<file path="src/gpiox_pkg.sv">
// gpiox_pkg: register map, field positions and reset values of the port
// assumes a 32-bit AXI4-Lite register bus, byte addresses, word aligned
package gpiox_pkg;
	localparam int unsigned GPIOX_ADDR_W = 5;
	localparam logic [4:0] GPIOX_OFS_PINS = 5'h00;
	localparam logic [4:0] GPIOX_OFS_LATCH = 5'h04;
	localparam logic [4:0] GPIOX_OFS_DIR = 5'h08;
	localparam logic [4:0] GPIOX_OFS_SPSC = 5'h0c;
	localparam logic [4:0] GPIOX_OFS_PWMCC = 5'h10;
	localparam logic [4:0] GPIOX_OFS_PWMSTAT = 5'h14;
	localparam logic [7:0] GPIOX_RST_DIR = 8'hff;
	localparam logic [7:0] GPIOX_RST_LATCH = 8'h00;
	localparam logic [7:0] GPIOX_RST_PWMCC = 8'h00;
	localparam logic [7:0] GPIOX_RST_PWMST = 8'h00;
	localparam logic [2:0] GPIOX_RST_NDIR = 3'h7;
	localparam int unsigned GPIOX_SPSC_IBF = 7;
	localparam int unsigned GPIOX_SPSC_OBF = 6;
	localparam int unsigned GPIOX_SPSC_INPUT_OVERFLOW_FLAG = 5;
	localparam int unsigned GPIOX_SPSC_MODE = 4;
	localparam int unsigned GPIOX_PWM_MODE_HI = 7;
	localparam int unsigned GPIOX_PWM_MODE_LO = 6;
	localparam int unsigned GPIOX_PWM_FIRST_PIN = 5;
	localparam int unsigned GPIOX_PWMST_TRI = 0;
	localparam logic [1:0] GPIOX_RESP_OKAY = 2'h0;
	localparam logic [1:0] GPIOX_RESP_SLVERR = 2'h2;
endpackage

</file>
<file path="src/gpiox_pin.sv">
// gpiox_pin: output mux of one port pin
// assumes select inputs synchronous to aclk, built from top-module flip-flops and inputs
`timescale 1ns/1ps
module gpiox_pin
	import gpiox_pkg::*;
(
	input  wire logic aclk,
	input  wire logic aresetn,
	input  wire logic dir_in,
	input  wire logic latch_bit,
	input  wire logic slave_rd,
	input  wire logic pwm_sel,
	input  wire logic pwm_bit,
	input  wire logic pwm_tri,
	output logic      pin_out,
	output logic      pin_oe
);
	logic next_out;
	logic next_oe;

	always_comb begin
		next_out = latch_bit;
		next_oe = ~dir_in;
		if (slave_rd) begin
			next_oe = 1'b1;
		end
		if (pwm_sel) begin
			next_out = pwm_bit;
			next_oe = ~dir_in & ~pwm_tri;
		end
	end

	always_ff @(posedge aclk) begin
		if (!aresetn) begin
			pin_out <= 1'b0;
			pin_oe <= 1'b0;
		end else begin
			pin_out <= next_out;
			pin_oe <= next_oe;
		end
	end
endmodule

</file>
<file path="src/gpiox_port.sv">
// gpiox_port: eight-bit bidirectional port with slave-port and pwm muxing
// assumes pins, slave strobes and pwm signals synchronous to aclk
// Summary of operation
// - eight pins, one bit per pin in direction, latch and pin registers.
// - a direction bit of one turns the pin driver off, pin is input.
// - a direction bit of zero drives the latch bit onto the pin.
// - the latch is mapped and reads back the latch, not the pins.
// - after reset every direction bit is one, all pins inputs.
// - the mode-select bit 4 of the slave status register makes a cpu port.
// - mode-select one means slave port, zero means general purpose io.
// - dual or quad pwm mode disables the slave port whatever mode-select.
// - in slave mode an external read drives every pin not held by pwm from the latch.
// - in slave mode the pins take external write data as inputs.
// - pins 5 to 7 carry pwm b, c, d when enabled, over all other data.
// - a pwm output drives its pin only when its direction bit is zero.
// - pwm pins may float while a pwm shutdown event is active.
// - bit 3 of the slave status register reads as zero.
// - slave status holds ibf, obf, input_overflow_flag, mode, zero, three dir bits.
`timescale 1ns/1ps
module gpiox_port
	import gpiox_pkg::*;
(
	input  wire logic                    aclk,
	input  wire logic                    aresetn,
	input  wire logic [GPIOX_ADDR_W-1:0] s_axi_awaddr,
	input  wire logic                    s_axi_awvalid,
	output logic                         s_axi_awready,
	input  wire logic [31:0]             s_axi_wdata,
	input  wire logic [3:0]              s_axi_wstrb,
	input  wire logic                    s_axi_wvalid,
	output logic                         s_axi_wready,
	output logic [1:0]                   s_axi_bresp,
	output logic                         s_axi_bvalid,
	input  wire logic                    s_axi_bready,
	input  wire logic [GPIOX_ADDR_W-1:0] s_axi_araddr,
	input  wire logic                    s_axi_arvalid,
	output logic                         s_axi_arready,
	output logic [31:0]                  s_axi_rdata,
	output logic [1:0]                   s_axi_rresp,
	output logic                         s_axi_rvalid,
	input  wire logic                    s_axi_rready,
	input  wire logic [7:0]              pin_in,
	output logic [7:0]                   pin_out,
	output logic [7:0]                   pin_oe,
	input  wire logic                    slave_read_active,
	input  wire logic                    slave_write_strobe,
	input  wire logic                    input_full_flag,
	input  wire logic                    output_full_flag,
	input  wire logic                    input_overflow_flag,
	input  wire logic                    pwm_channel_b_out,
	input  wire logic                    pwm_channel_c_out,
	input  wire logic                    pwm_channel_d_out,
	input  wire logic [2:0]              pwm_channel_enable,
	input  wire logic                    pwm_shutdown_active,
	output logic                         parallel_slave_port_active,
	output logic [7:0]                   slave_write_data,
	output logic                         slave_overflow_clear,
	output logic [2:0]                   neighbour_dir
);
	logic [7:0]              port_direction;
	logic [7:0]              port_output_latch;
	logic [7:0]              pwm_capture_control;
	logic                    slave_mode_select;
	logic                    shutdown_tristate;
	logic [7:0]              pin_meta;
	logic [7:0]              pin_sync;
	logic [GPIOX_ADDR_W-1:0] aw_addr;
	logic                    aw_held;
	logic [31:0]             w_data;
	logic [3:0]              w_strb;
	logic                    w_held;
	logic                    do_write;
	logic                    slave_enabled;
	logic                    pwm_multi;
	logic [31:0]             next_rdata;
	logic                    next_rerr;
	logic                    wr_latch;
	logic                    wr_dir;
	logic                    wr_spsc;
	logic                    wr_pwmcc;
	logic                    wr_pwmst;
	logic                    next_bad;
	logic [2:0]              pwm_bits;
	logic [7:0]              spsc_view;
	logic                    slave_drive;
	logic                    pwm_float;

	// write channel: address and data taken in either order
	assign do_write = aw_held & w_held & ~s_axi_bvalid;

	// ready beats high and low while idle and stays low while a response
	// waits, so a second write cannot slip in ahead of the first answer
	always_ff @(posedge aclk) begin
		if (!aresetn) begin
			s_axi_awready <= 1'b0;
		end else begin
			s_axi_awready <= ~aw_held & ~s_axi_awready & ~s_axi_bvalid;
		end
	end

	always_ff @(posedge aclk) begin
		if (!aresetn) begin
			aw_held <= 1'b0;
			aw_addr <= '0;
		end else if (s_axi_awvalid & s_axi_awready) begin
			aw_held <= 1'b1;
			aw_addr <= s_axi_awaddr;
		end else if (do_write) begin
			aw_held <= 1'b0;
		end
	end

	always_ff @(posedge aclk) begin
		if (!aresetn) begin
			s_axi_wready <= 1'b0;
		end else begin
			s_axi_wready <= ~w_held & ~s_axi_wready & ~s_axi_bvalid;
		end
	end

	always_ff @(posedge aclk) begin
		if (!aresetn) begin
			w_held <= 1'b0;
			w_data <= '0;
			w_strb <= '0;
		end else if (s_axi_wvalid & s_axi_wready) begin
			w_held <= 1'b1;
			w_data <= s_axi_wdata;
			w_strb <= s_axi_wstrb;
		end else if (do_write) begin
			w_held <= 1'b0;
		end
	end

	// a cleared low strobe writes nothing yet is still answered
	always_comb begin
		wr_latch = 1'b0;
		wr_dir = 1'b0;
		wr_spsc = 1'b0;
		wr_pwmcc = 1'b0;
		wr_pwmst = 1'b0;
		next_bad = 1'b0;
		unique case (aw_addr)
			GPIOX_OFS_PINS: wr_latch = 1'b1;
			GPIOX_OFS_LATCH: wr_latch = 1'b1;
			GPIOX_OFS_DIR: wr_dir = 1'b1;
			GPIOX_OFS_SPSC: wr_spsc = 1'b1;
			GPIOX_OFS_PWMCC: wr_pwmcc = 1'b1;
			GPIOX_OFS_PWMSTAT: wr_pwmst = 1'b1;
			default: next_bad = 1'b1;
		endcase
		if (!do_write || !w_strb[0]) begin
			wr_latch = 1'b0;
			wr_dir = 1'b0;
			wr_spsc = 1'b0;
			wr_pwmcc = 1'b0;
			wr_pwmst = 1'b0;
		end
	end

	// response stands until taken; the write lands at the edge it rises
	always_ff @(posedge aclk) begin
		if (!aresetn) begin
			s_axi_bvalid <= 1'b0;
			s_axi_bresp <= GPIOX_RESP_OKAY;
		end else if (do_write) begin
			s_axi_bvalid <= 1'b1;
			s_axi_bresp <= next_bad ? GPIOX_RESP_SLVERR : GPIOX_RESP_OKAY;
		end else if (s_axi_bready) begin
			s_axi_bvalid <= 1'b0;
		end
	end

	// only the low byte of the word is kept; upper bytes are ignored
	always_ff @(posedge aclk) begin
		if (!aresetn) begin
			port_output_latch <= GPIOX_RST_LATCH;
		end else if (wr_latch) begin
			port_output_latch <= w_data[7:0];
		end
	end

	// all ones at reset keeps every pin an input until software decides
	always_ff @(posedge aclk) begin
		if (!aresetn) begin
			port_direction <= GPIOX_RST_DIR;
		end else if (wr_dir) begin
			port_direction <= w_data[7:0];
		end
	end

	// flags are owned by the slave port handshake; only input_overflow_flag clear leaves here
	always_ff @(posedge aclk) begin
		if (!aresetn) begin
			slave_overflow_clear <= 1'b0;
		end else begin
			slave_overflow_clear <= wr_spsc & ~w_data[GPIOX_SPSC_INPUT_OVERFLOW_FLAG];
		end
	end

	always_ff @(posedge aclk) begin
		if (!aresetn) begin
			slave_mode_select <= 1'b0;
			neighbour_dir <= GPIOX_RST_NDIR;
		end else if (wr_spsc) begin
			slave_mode_select <= w_data[GPIOX_SPSC_MODE];
			neighbour_dir <= w_data[2:0];
		end
	end

	always_ff @(posedge aclk) begin
		if (!aresetn) begin
			pwm_capture_control <= GPIOX_RST_PWMCC;
			shutdown_tristate <= GPIOX_RST_PWMST[GPIOX_PWMST_TRI];
		end else begin
			if (wr_pwmcc) begin
				pwm_capture_control <= w_data[7:0];
			end
			if (wr_pwmst) begin
				shutdown_tristate <= w_data[GPIOX_PWMST_TRI];
			end
		end
	end

	// every mode but single output drives two or four pins and takes the port
	always_comb begin
		pwm_multi = 1'b0;
		unique case ({pwm_capture_control[GPIOX_PWM_MODE_HI],
			pwm_capture_control[GPIOX_PWM_MODE_LO]})
			2'b00: pwm_multi = 1'b0;
			2'b01: pwm_multi = 1'b1;
			2'b10: pwm_multi = 1'b1;
			2'b11: pwm_multi = 1'b1;
		endcase
	end
	assign slave_enabled = slave_mode_select & ~pwm_multi;

	always_ff @(posedge aclk) begin
		if (!aresetn) begin
			parallel_slave_port_active <= 1'b0;
		end else begin
			parallel_slave_port_active <= slave_enabled;
		end
	end

	// two-stage synchroniser; pin_meta is read only by pin_sync
	always_ff @(posedge aclk) begin
		if (!aresetn) begin
			pin_meta <= '0;
			pin_sync <= '0;
		end else begin
			pin_meta <= pin_in;
			pin_sync <= pin_meta;
		end
	end

	// external write data comes off the synchronised pins
	always_ff @(posedge aclk) begin
		if (!aresetn) begin
			slave_write_data <= '0;
		end else if (slave_enabled & slave_write_strobe) begin
			slave_write_data <= pin_sync;
		end
	end

	// status view; the three flags belong to the slave port handshake
	always_comb begin
		spsc_view = 8'h00;
		spsc_view[GPIOX_SPSC_IBF] = input_full_flag;
		spsc_view[GPIOX_SPSC_OBF] = output_full_flag;
		spsc_view[GPIOX_SPSC_INPUT_OVERFLOW_FLAG] = input_overflow_flag;
		spsc_view[GPIOX_SPSC_MODE] = slave_mode_select;
		spsc_view[2:0] = neighbour_dir;
	end

	always_comb begin
		next_rdata = 32'h0000_0000;
		next_rerr = 1'b0;
		unique case (s_axi_araddr)
			GPIOX_OFS_PINS: next_rdata[7:0] = pin_sync;
			GPIOX_OFS_LATCH: next_rdata[7:0] = port_output_latch;
			GPIOX_OFS_DIR: next_rdata[7:0] = port_direction;
			GPIOX_OFS_SPSC: next_rdata[7:0] = spsc_view;
			GPIOX_OFS_PWMCC: next_rdata[7:0] = pwm_capture_control;
			GPIOX_OFS_PWMSTAT: next_rdata[GPIOX_PWMST_TRI] = shutdown_tristate;
			default: next_rerr = 1'b1;
		endcase
	end

	always_ff @(posedge aclk) begin
		if (!aresetn) begin
			s_axi_arready <= 1'b0;
		end else begin
			s_axi_arready <= ~s_axi_rvalid & ~s_axi_arready;
		end
	end

	always_ff @(posedge aclk) begin
		if (!aresetn) begin
			s_axi_rvalid <= 1'b0;
			s_axi_rdata <= '0;
			s_axi_rresp <= GPIOX_RESP_OKAY;
		end else if (s_axi_arvalid & s_axi_arready) begin
			s_axi_rvalid <= 1'b1;
			s_axi_rdata <= next_rdata;
			s_axi_rresp <= next_rerr ? GPIOX_RESP_SLVERR : GPIOX_RESP_OKAY;
		end else if (s_axi_rvalid & s_axi_rready) begin
			s_axi_rvalid <= 1'b0;
		end
	end

	assign pwm_bits = {pwm_channel_d_out, pwm_channel_c_out,
		pwm_channel_b_out};

	// a slave read drives every pin that pwm does not hold
	assign slave_drive = slave_enabled & slave_read_active;
	assign pwm_float = shutdown_tristate & pwm_shutdown_active;

	// one mux per pin; top three pins also see a pwm channel
	generate
		for (genvar i = 0; i < 8; i++) begin : g_pin
			logic psel;
			logic pbit;
			logic dir_eff;
			if (i >= GPIOX_PWM_FIRST_PIN) begin : g_pwm
				assign psel = pwm_channel_enable[i-GPIOX_PWM_FIRST_PIN];
				assign pbit = pwm_bits[i-GPIOX_PWM_FIRST_PIN];
			end else begin : g_plain
				assign psel = 1'b0;
				assign pbit = 1'b0;
			end
			// slave mode frees the pin for incoming data unless pwm holds it
			assign dir_eff = port_direction[i]
				| (slave_enabled & ~psel);
			gpiox_pin u_pin (
				.aclk      (aclk),
				.aresetn   (aresetn),
				.dir_in    (dir_eff),
				.latch_bit (port_output_latch[i]),
				.slave_rd  (slave_drive),
				.pwm_sel   (psel),
				.pwm_bit   (pbit),
				.pwm_tri   (pwm_float),
				.pin_out   (pin_out[i]),
				.pin_oe    (pin_oe[i])
			);
		end
	endgenerate
endmodule

</file>
<file path="config.mk">
export PLATFORM = sky130hd
export DESIGN_NAME = gpiox_port
export DESIGN_NICKNAME = d
export VERILOG_FILES = /design/src/gpiox_pkg.sv /design/src/gpiox_pin.sv /design/src/gpiox_port.sv
export SDC_FILE = /design/constraint.sdc
export NUM_CORES = 1
export LEC_CHECK = 0
export ABC_AREA = 1
export ABC_CLOCK_PERIOD_IN_PS = 1500
export CAP_MARGIN = 30
export CORE_MARGIN = 4
export CORE_UTILIZATION = 44
export DETAILED_ROUTE_END_ITERATION = 8
export DONT_BUFFER_PORTS = 1
export SYNTH_ARGS = -nofsm -noshare
export SYNTH_HDL_FRONTEND = slang
export SYNTH_SLANG_ARGS = --single-unit
</file>
<file path="constraint.sdc">
create_clock -name aclk -period 1.5 [get_ports aclk]
set_clock_uncertainty 0.2 [all_clocks]
set_input_delay 0 -clock aclk [delete_from_list [all_inputs] [get_ports aclk]]
set_output_delay 0 -clock aclk [all_outputs]
set_load 0.02 [all_outputs]
</file>
==> results_dict.tcl <==
set metrics [dict create \
    muxShareOfSynthArea_pct 0 \
    worstPathRequired_ns 1.54 \
    n_antenna_cell 0 \
    yosys_warnings 0 \
    drt-initial-drc-count 152 \
    yosys-top-cells-count "dfxtp_1, nand2_1, inv_1" \
    syn-cell-area_mm2 0.00415 \
    ys_types 33 \
    slowest_delay_ns 0.36 \
    synth-edff-count 0 \
    tightest_slew_ns 0.513 \
    first_pass_iters 4 \
    ir_worst_vdd_mv 0.466 \
    grt_max_degree 66 \
    critPathLaunchType "flip-flop" \
    drive_gt1_share_pct 16.4 \
    min_path_type "in2reg" \
    power.leakage_uw 0.00221 \
    grt_pass1_vias 3252 \
    insertion_delay_ns 0.36 \
    die_x_um 105 \
    synth_top_area_share_pct 49.2 \
    pin_count 143 \
    power_frac_seq_pct 55.1 \
    drc 0 \
    via_count 3550 \
    min_period_ns 1.50 \
    cts_buffers 9 \
    nNetsFinal 659 \
    dieArea_mm2 0.0110 \
    ant_nets 0 \
    yosysTopAreaCell "dfxtp_1" \
    hold_viol_final 8 \
    rows 35 \
    swShare_pct 25.5 \
    cts_tree "built" \
    combPwrFrac_pct 10.2 \
    initial_core_util_pct 45.1 \
    synthAdderAreaFrac_pct 0 \
    synth_top_family_by_area "compound AO/OA/AOI/OAI gates" \
    outcome "complete, but fails checks" \
    synth.most_common_cell "dfxtp_1" \
    internal-power_uw 3880 \
    violations "hold timing, setup timing" \
    synth_simple_gate_area_share_pct 16.6 \
    routedWlPerCell_um 15.0 \
    syn_to_final_growth_pct 26.9 \
    cts_root_buf "clkbuf_8" \
    path_delay_family "simple AND/OR/NAND/NOR gates" \
    ys_seq_elements 102 \
    synthCells 514 \
    clkTransAtPathRegs_ns 0.10 \
    grt_pass1_wl_um 16100 \
    synth_seq_area_share_pct 49.2 \
    async_reset_ff_share_pct 0 \
    synth-compound-area-share_pct 17.9 \
    hold_slack_ns -0.0764 \
    clkPwrFrac_pct 34.7 \
    place_hpwl_um 7100 \
    place_ws_ns -0.146 \
    rsz0062_at_grt "true" \
    fmax_mhz 667 \
    p_per_area_mw_per_mm2 988 \
    cts.path.max_buffers 2 \
    antenna_found_initial 0 \
    track_usage_pct 18.4 \
    wl_um 10500 \
    worst-path-buf-inv 1 \
    drv_cap 0 \
    setup_ws_ns -0.000187 \
    critPathMaxFanout 6 \
    slowest_stage "dfxtp_2" \
    synthXorXnorAreaFrac_pct 0 \
    cp_cell_sequence "nand2_2 > nor2_4 > nand2_4 > buf_4 > nor4_1 > nor3_1" \
    avgViaCountPerCell 5.06 \
    maxSlewViolCount 0 \
    finalSetupViolCount 1 \
    cts.sinks 102 \
    relSlewSlack_pct 65.8 \
    numPortBuffers 0 \
    p_sw_uw 1330 \
    synth.avg_cell_area_um2 8.07 \
    p_total_uw 5200 \
    die_y_um 105 \
    fin_crit_sh_pct 100 \
    core_mm2 0.00920 \
    synth_area_leaders "dfxtp_1, buf_4, a21oi_1" \
    cts_htree_levels 3 \
    arrival_ns 1.54 \
    place.gp.congestion 0.789 \
    grt.overflow.total 0 \
    critical_path_class "reg2reg" \
    yosys_most_used_dff "dfxtp_1" \
    cp-end-kind "flip-flop" \
]
cell families after synthesis:
family,Yosys count
DFF,102
other,1
buffers and inverters,131
and+or+nand+nor,148
AOI/OAI and AO/OA,132
worst reg2reg max path: stages, from the launching register on:
cell,delay (ns)
dfxtp_2,0.36
nand2_2,0.08
nor2_4,0.16
nand2_4,0.12
buf_4,0.16
nor4_1,0.21
nor3_1,0.08
path summary, 6_finish.rpt:
| path | startpoint | to | slack [ns] | depth (start not counted) |
|---|---|---|---|---|
| setup / recovery | aw_held$_SDFFE_PN0P_ | shutdown_tristate$_SDFFE_PN0P_ | -0.0002 | 6 |
| hold / removal | s_axi_araddr[0] | s_axi_rdata[5]$_SDFFE_PN0P_ | -0.08 | 5 |
| setup reg to reg | aw_held$_SDFFE_PN0P_ | shutdown_tristate$_SDFFE_PN0P_ | -0.0002 | 6 |
| hold reg to reg | pwm_capture_control[1]$_SDFFE_PN0P_ | pwm_capture_control[1]$_SDFFE_PN0P_ | 0.26 | 2 |
what timing repair did:
item,in CTS,in global routing
endpoints found under the setup margin,19,37
setup buffers,0,3
hold buffers,50,22
gates resized for setup,8,46
pin swaps,1,5
hold endpoints to repair,102,40
placed cells by master (no fill, tap or decap), drive strengths merged:
master        instances
dfxtp               102
nor3                  5
dlymetal6s4s          2
bufinv                1
nor4                  3
or2                   2
buf                  26
a211oi               10
clkbuf               12
dlygate4sd3          69
a221oi                1
clkinv                2
o31ai                 1
inv                  70
nand3                20
nand2                73
conb                 26
o21ai                46
nand4                 6
a31oi                 2
o211ai               11
a21oi                54
nor2                 39
clkinvlp              1
o22ai                 6
o21bai                1
power by group through the flow:
stage	combinational, uW	clock [uW]	sequential (uW)
floorplan	325	0	2920
global placement	322	0	2920
detailed placement	329	0	2920
CTS	435	1850	2860
global route	583	1960	2880
finish	530	1810	2870
routing by layer:
| metal | vias to the layer above | track usage, % | part of all wire [%] |
|---|---|---|---|
| li1 | 1759 | - | - |
| met1 | 1663 | 22.0 | 42 |
| met2 | 113 | 31.4 | 49 |
| met3 | 15 | 5.50 | 7.1 |
| met4 | 0 | 5.90 | 1.5 |
| met5 | - | 0 | 0 |
metrics by stage:
step / setup TNS, ns / cells / cell area, um2 / utilization [%]
final: -0.000187 / 702 / 5270 / 57.3
after global routing: -0.646 / 702 / 5270 / 57.3
after CTS: -0.0460 / 677 / 4890 / 53.2
after detailed placement: -0.637 / 611 / 4150 / 45.1
after global placement: -0.196 / 611 / 4150 / 45.1
after floorplan: 0 / 539 / 4240 / -
layout make-up:
| class | instances | area, um2 |
|---|---|---|
| inverters | 70 | 273 |
| multi-input cells | 306 | 1650 |
| clock inverters | 4 | 55.1 |
| flip-flops and latches | 102 | 2050 |
| repair buffers | 97 | 947 |
| clock buffers | 12 | 155 |
| fillers | 845 | 3930 |
| well taps | 111 | 139 |
No activity file was read; power rests on OpenSTA's default activity.
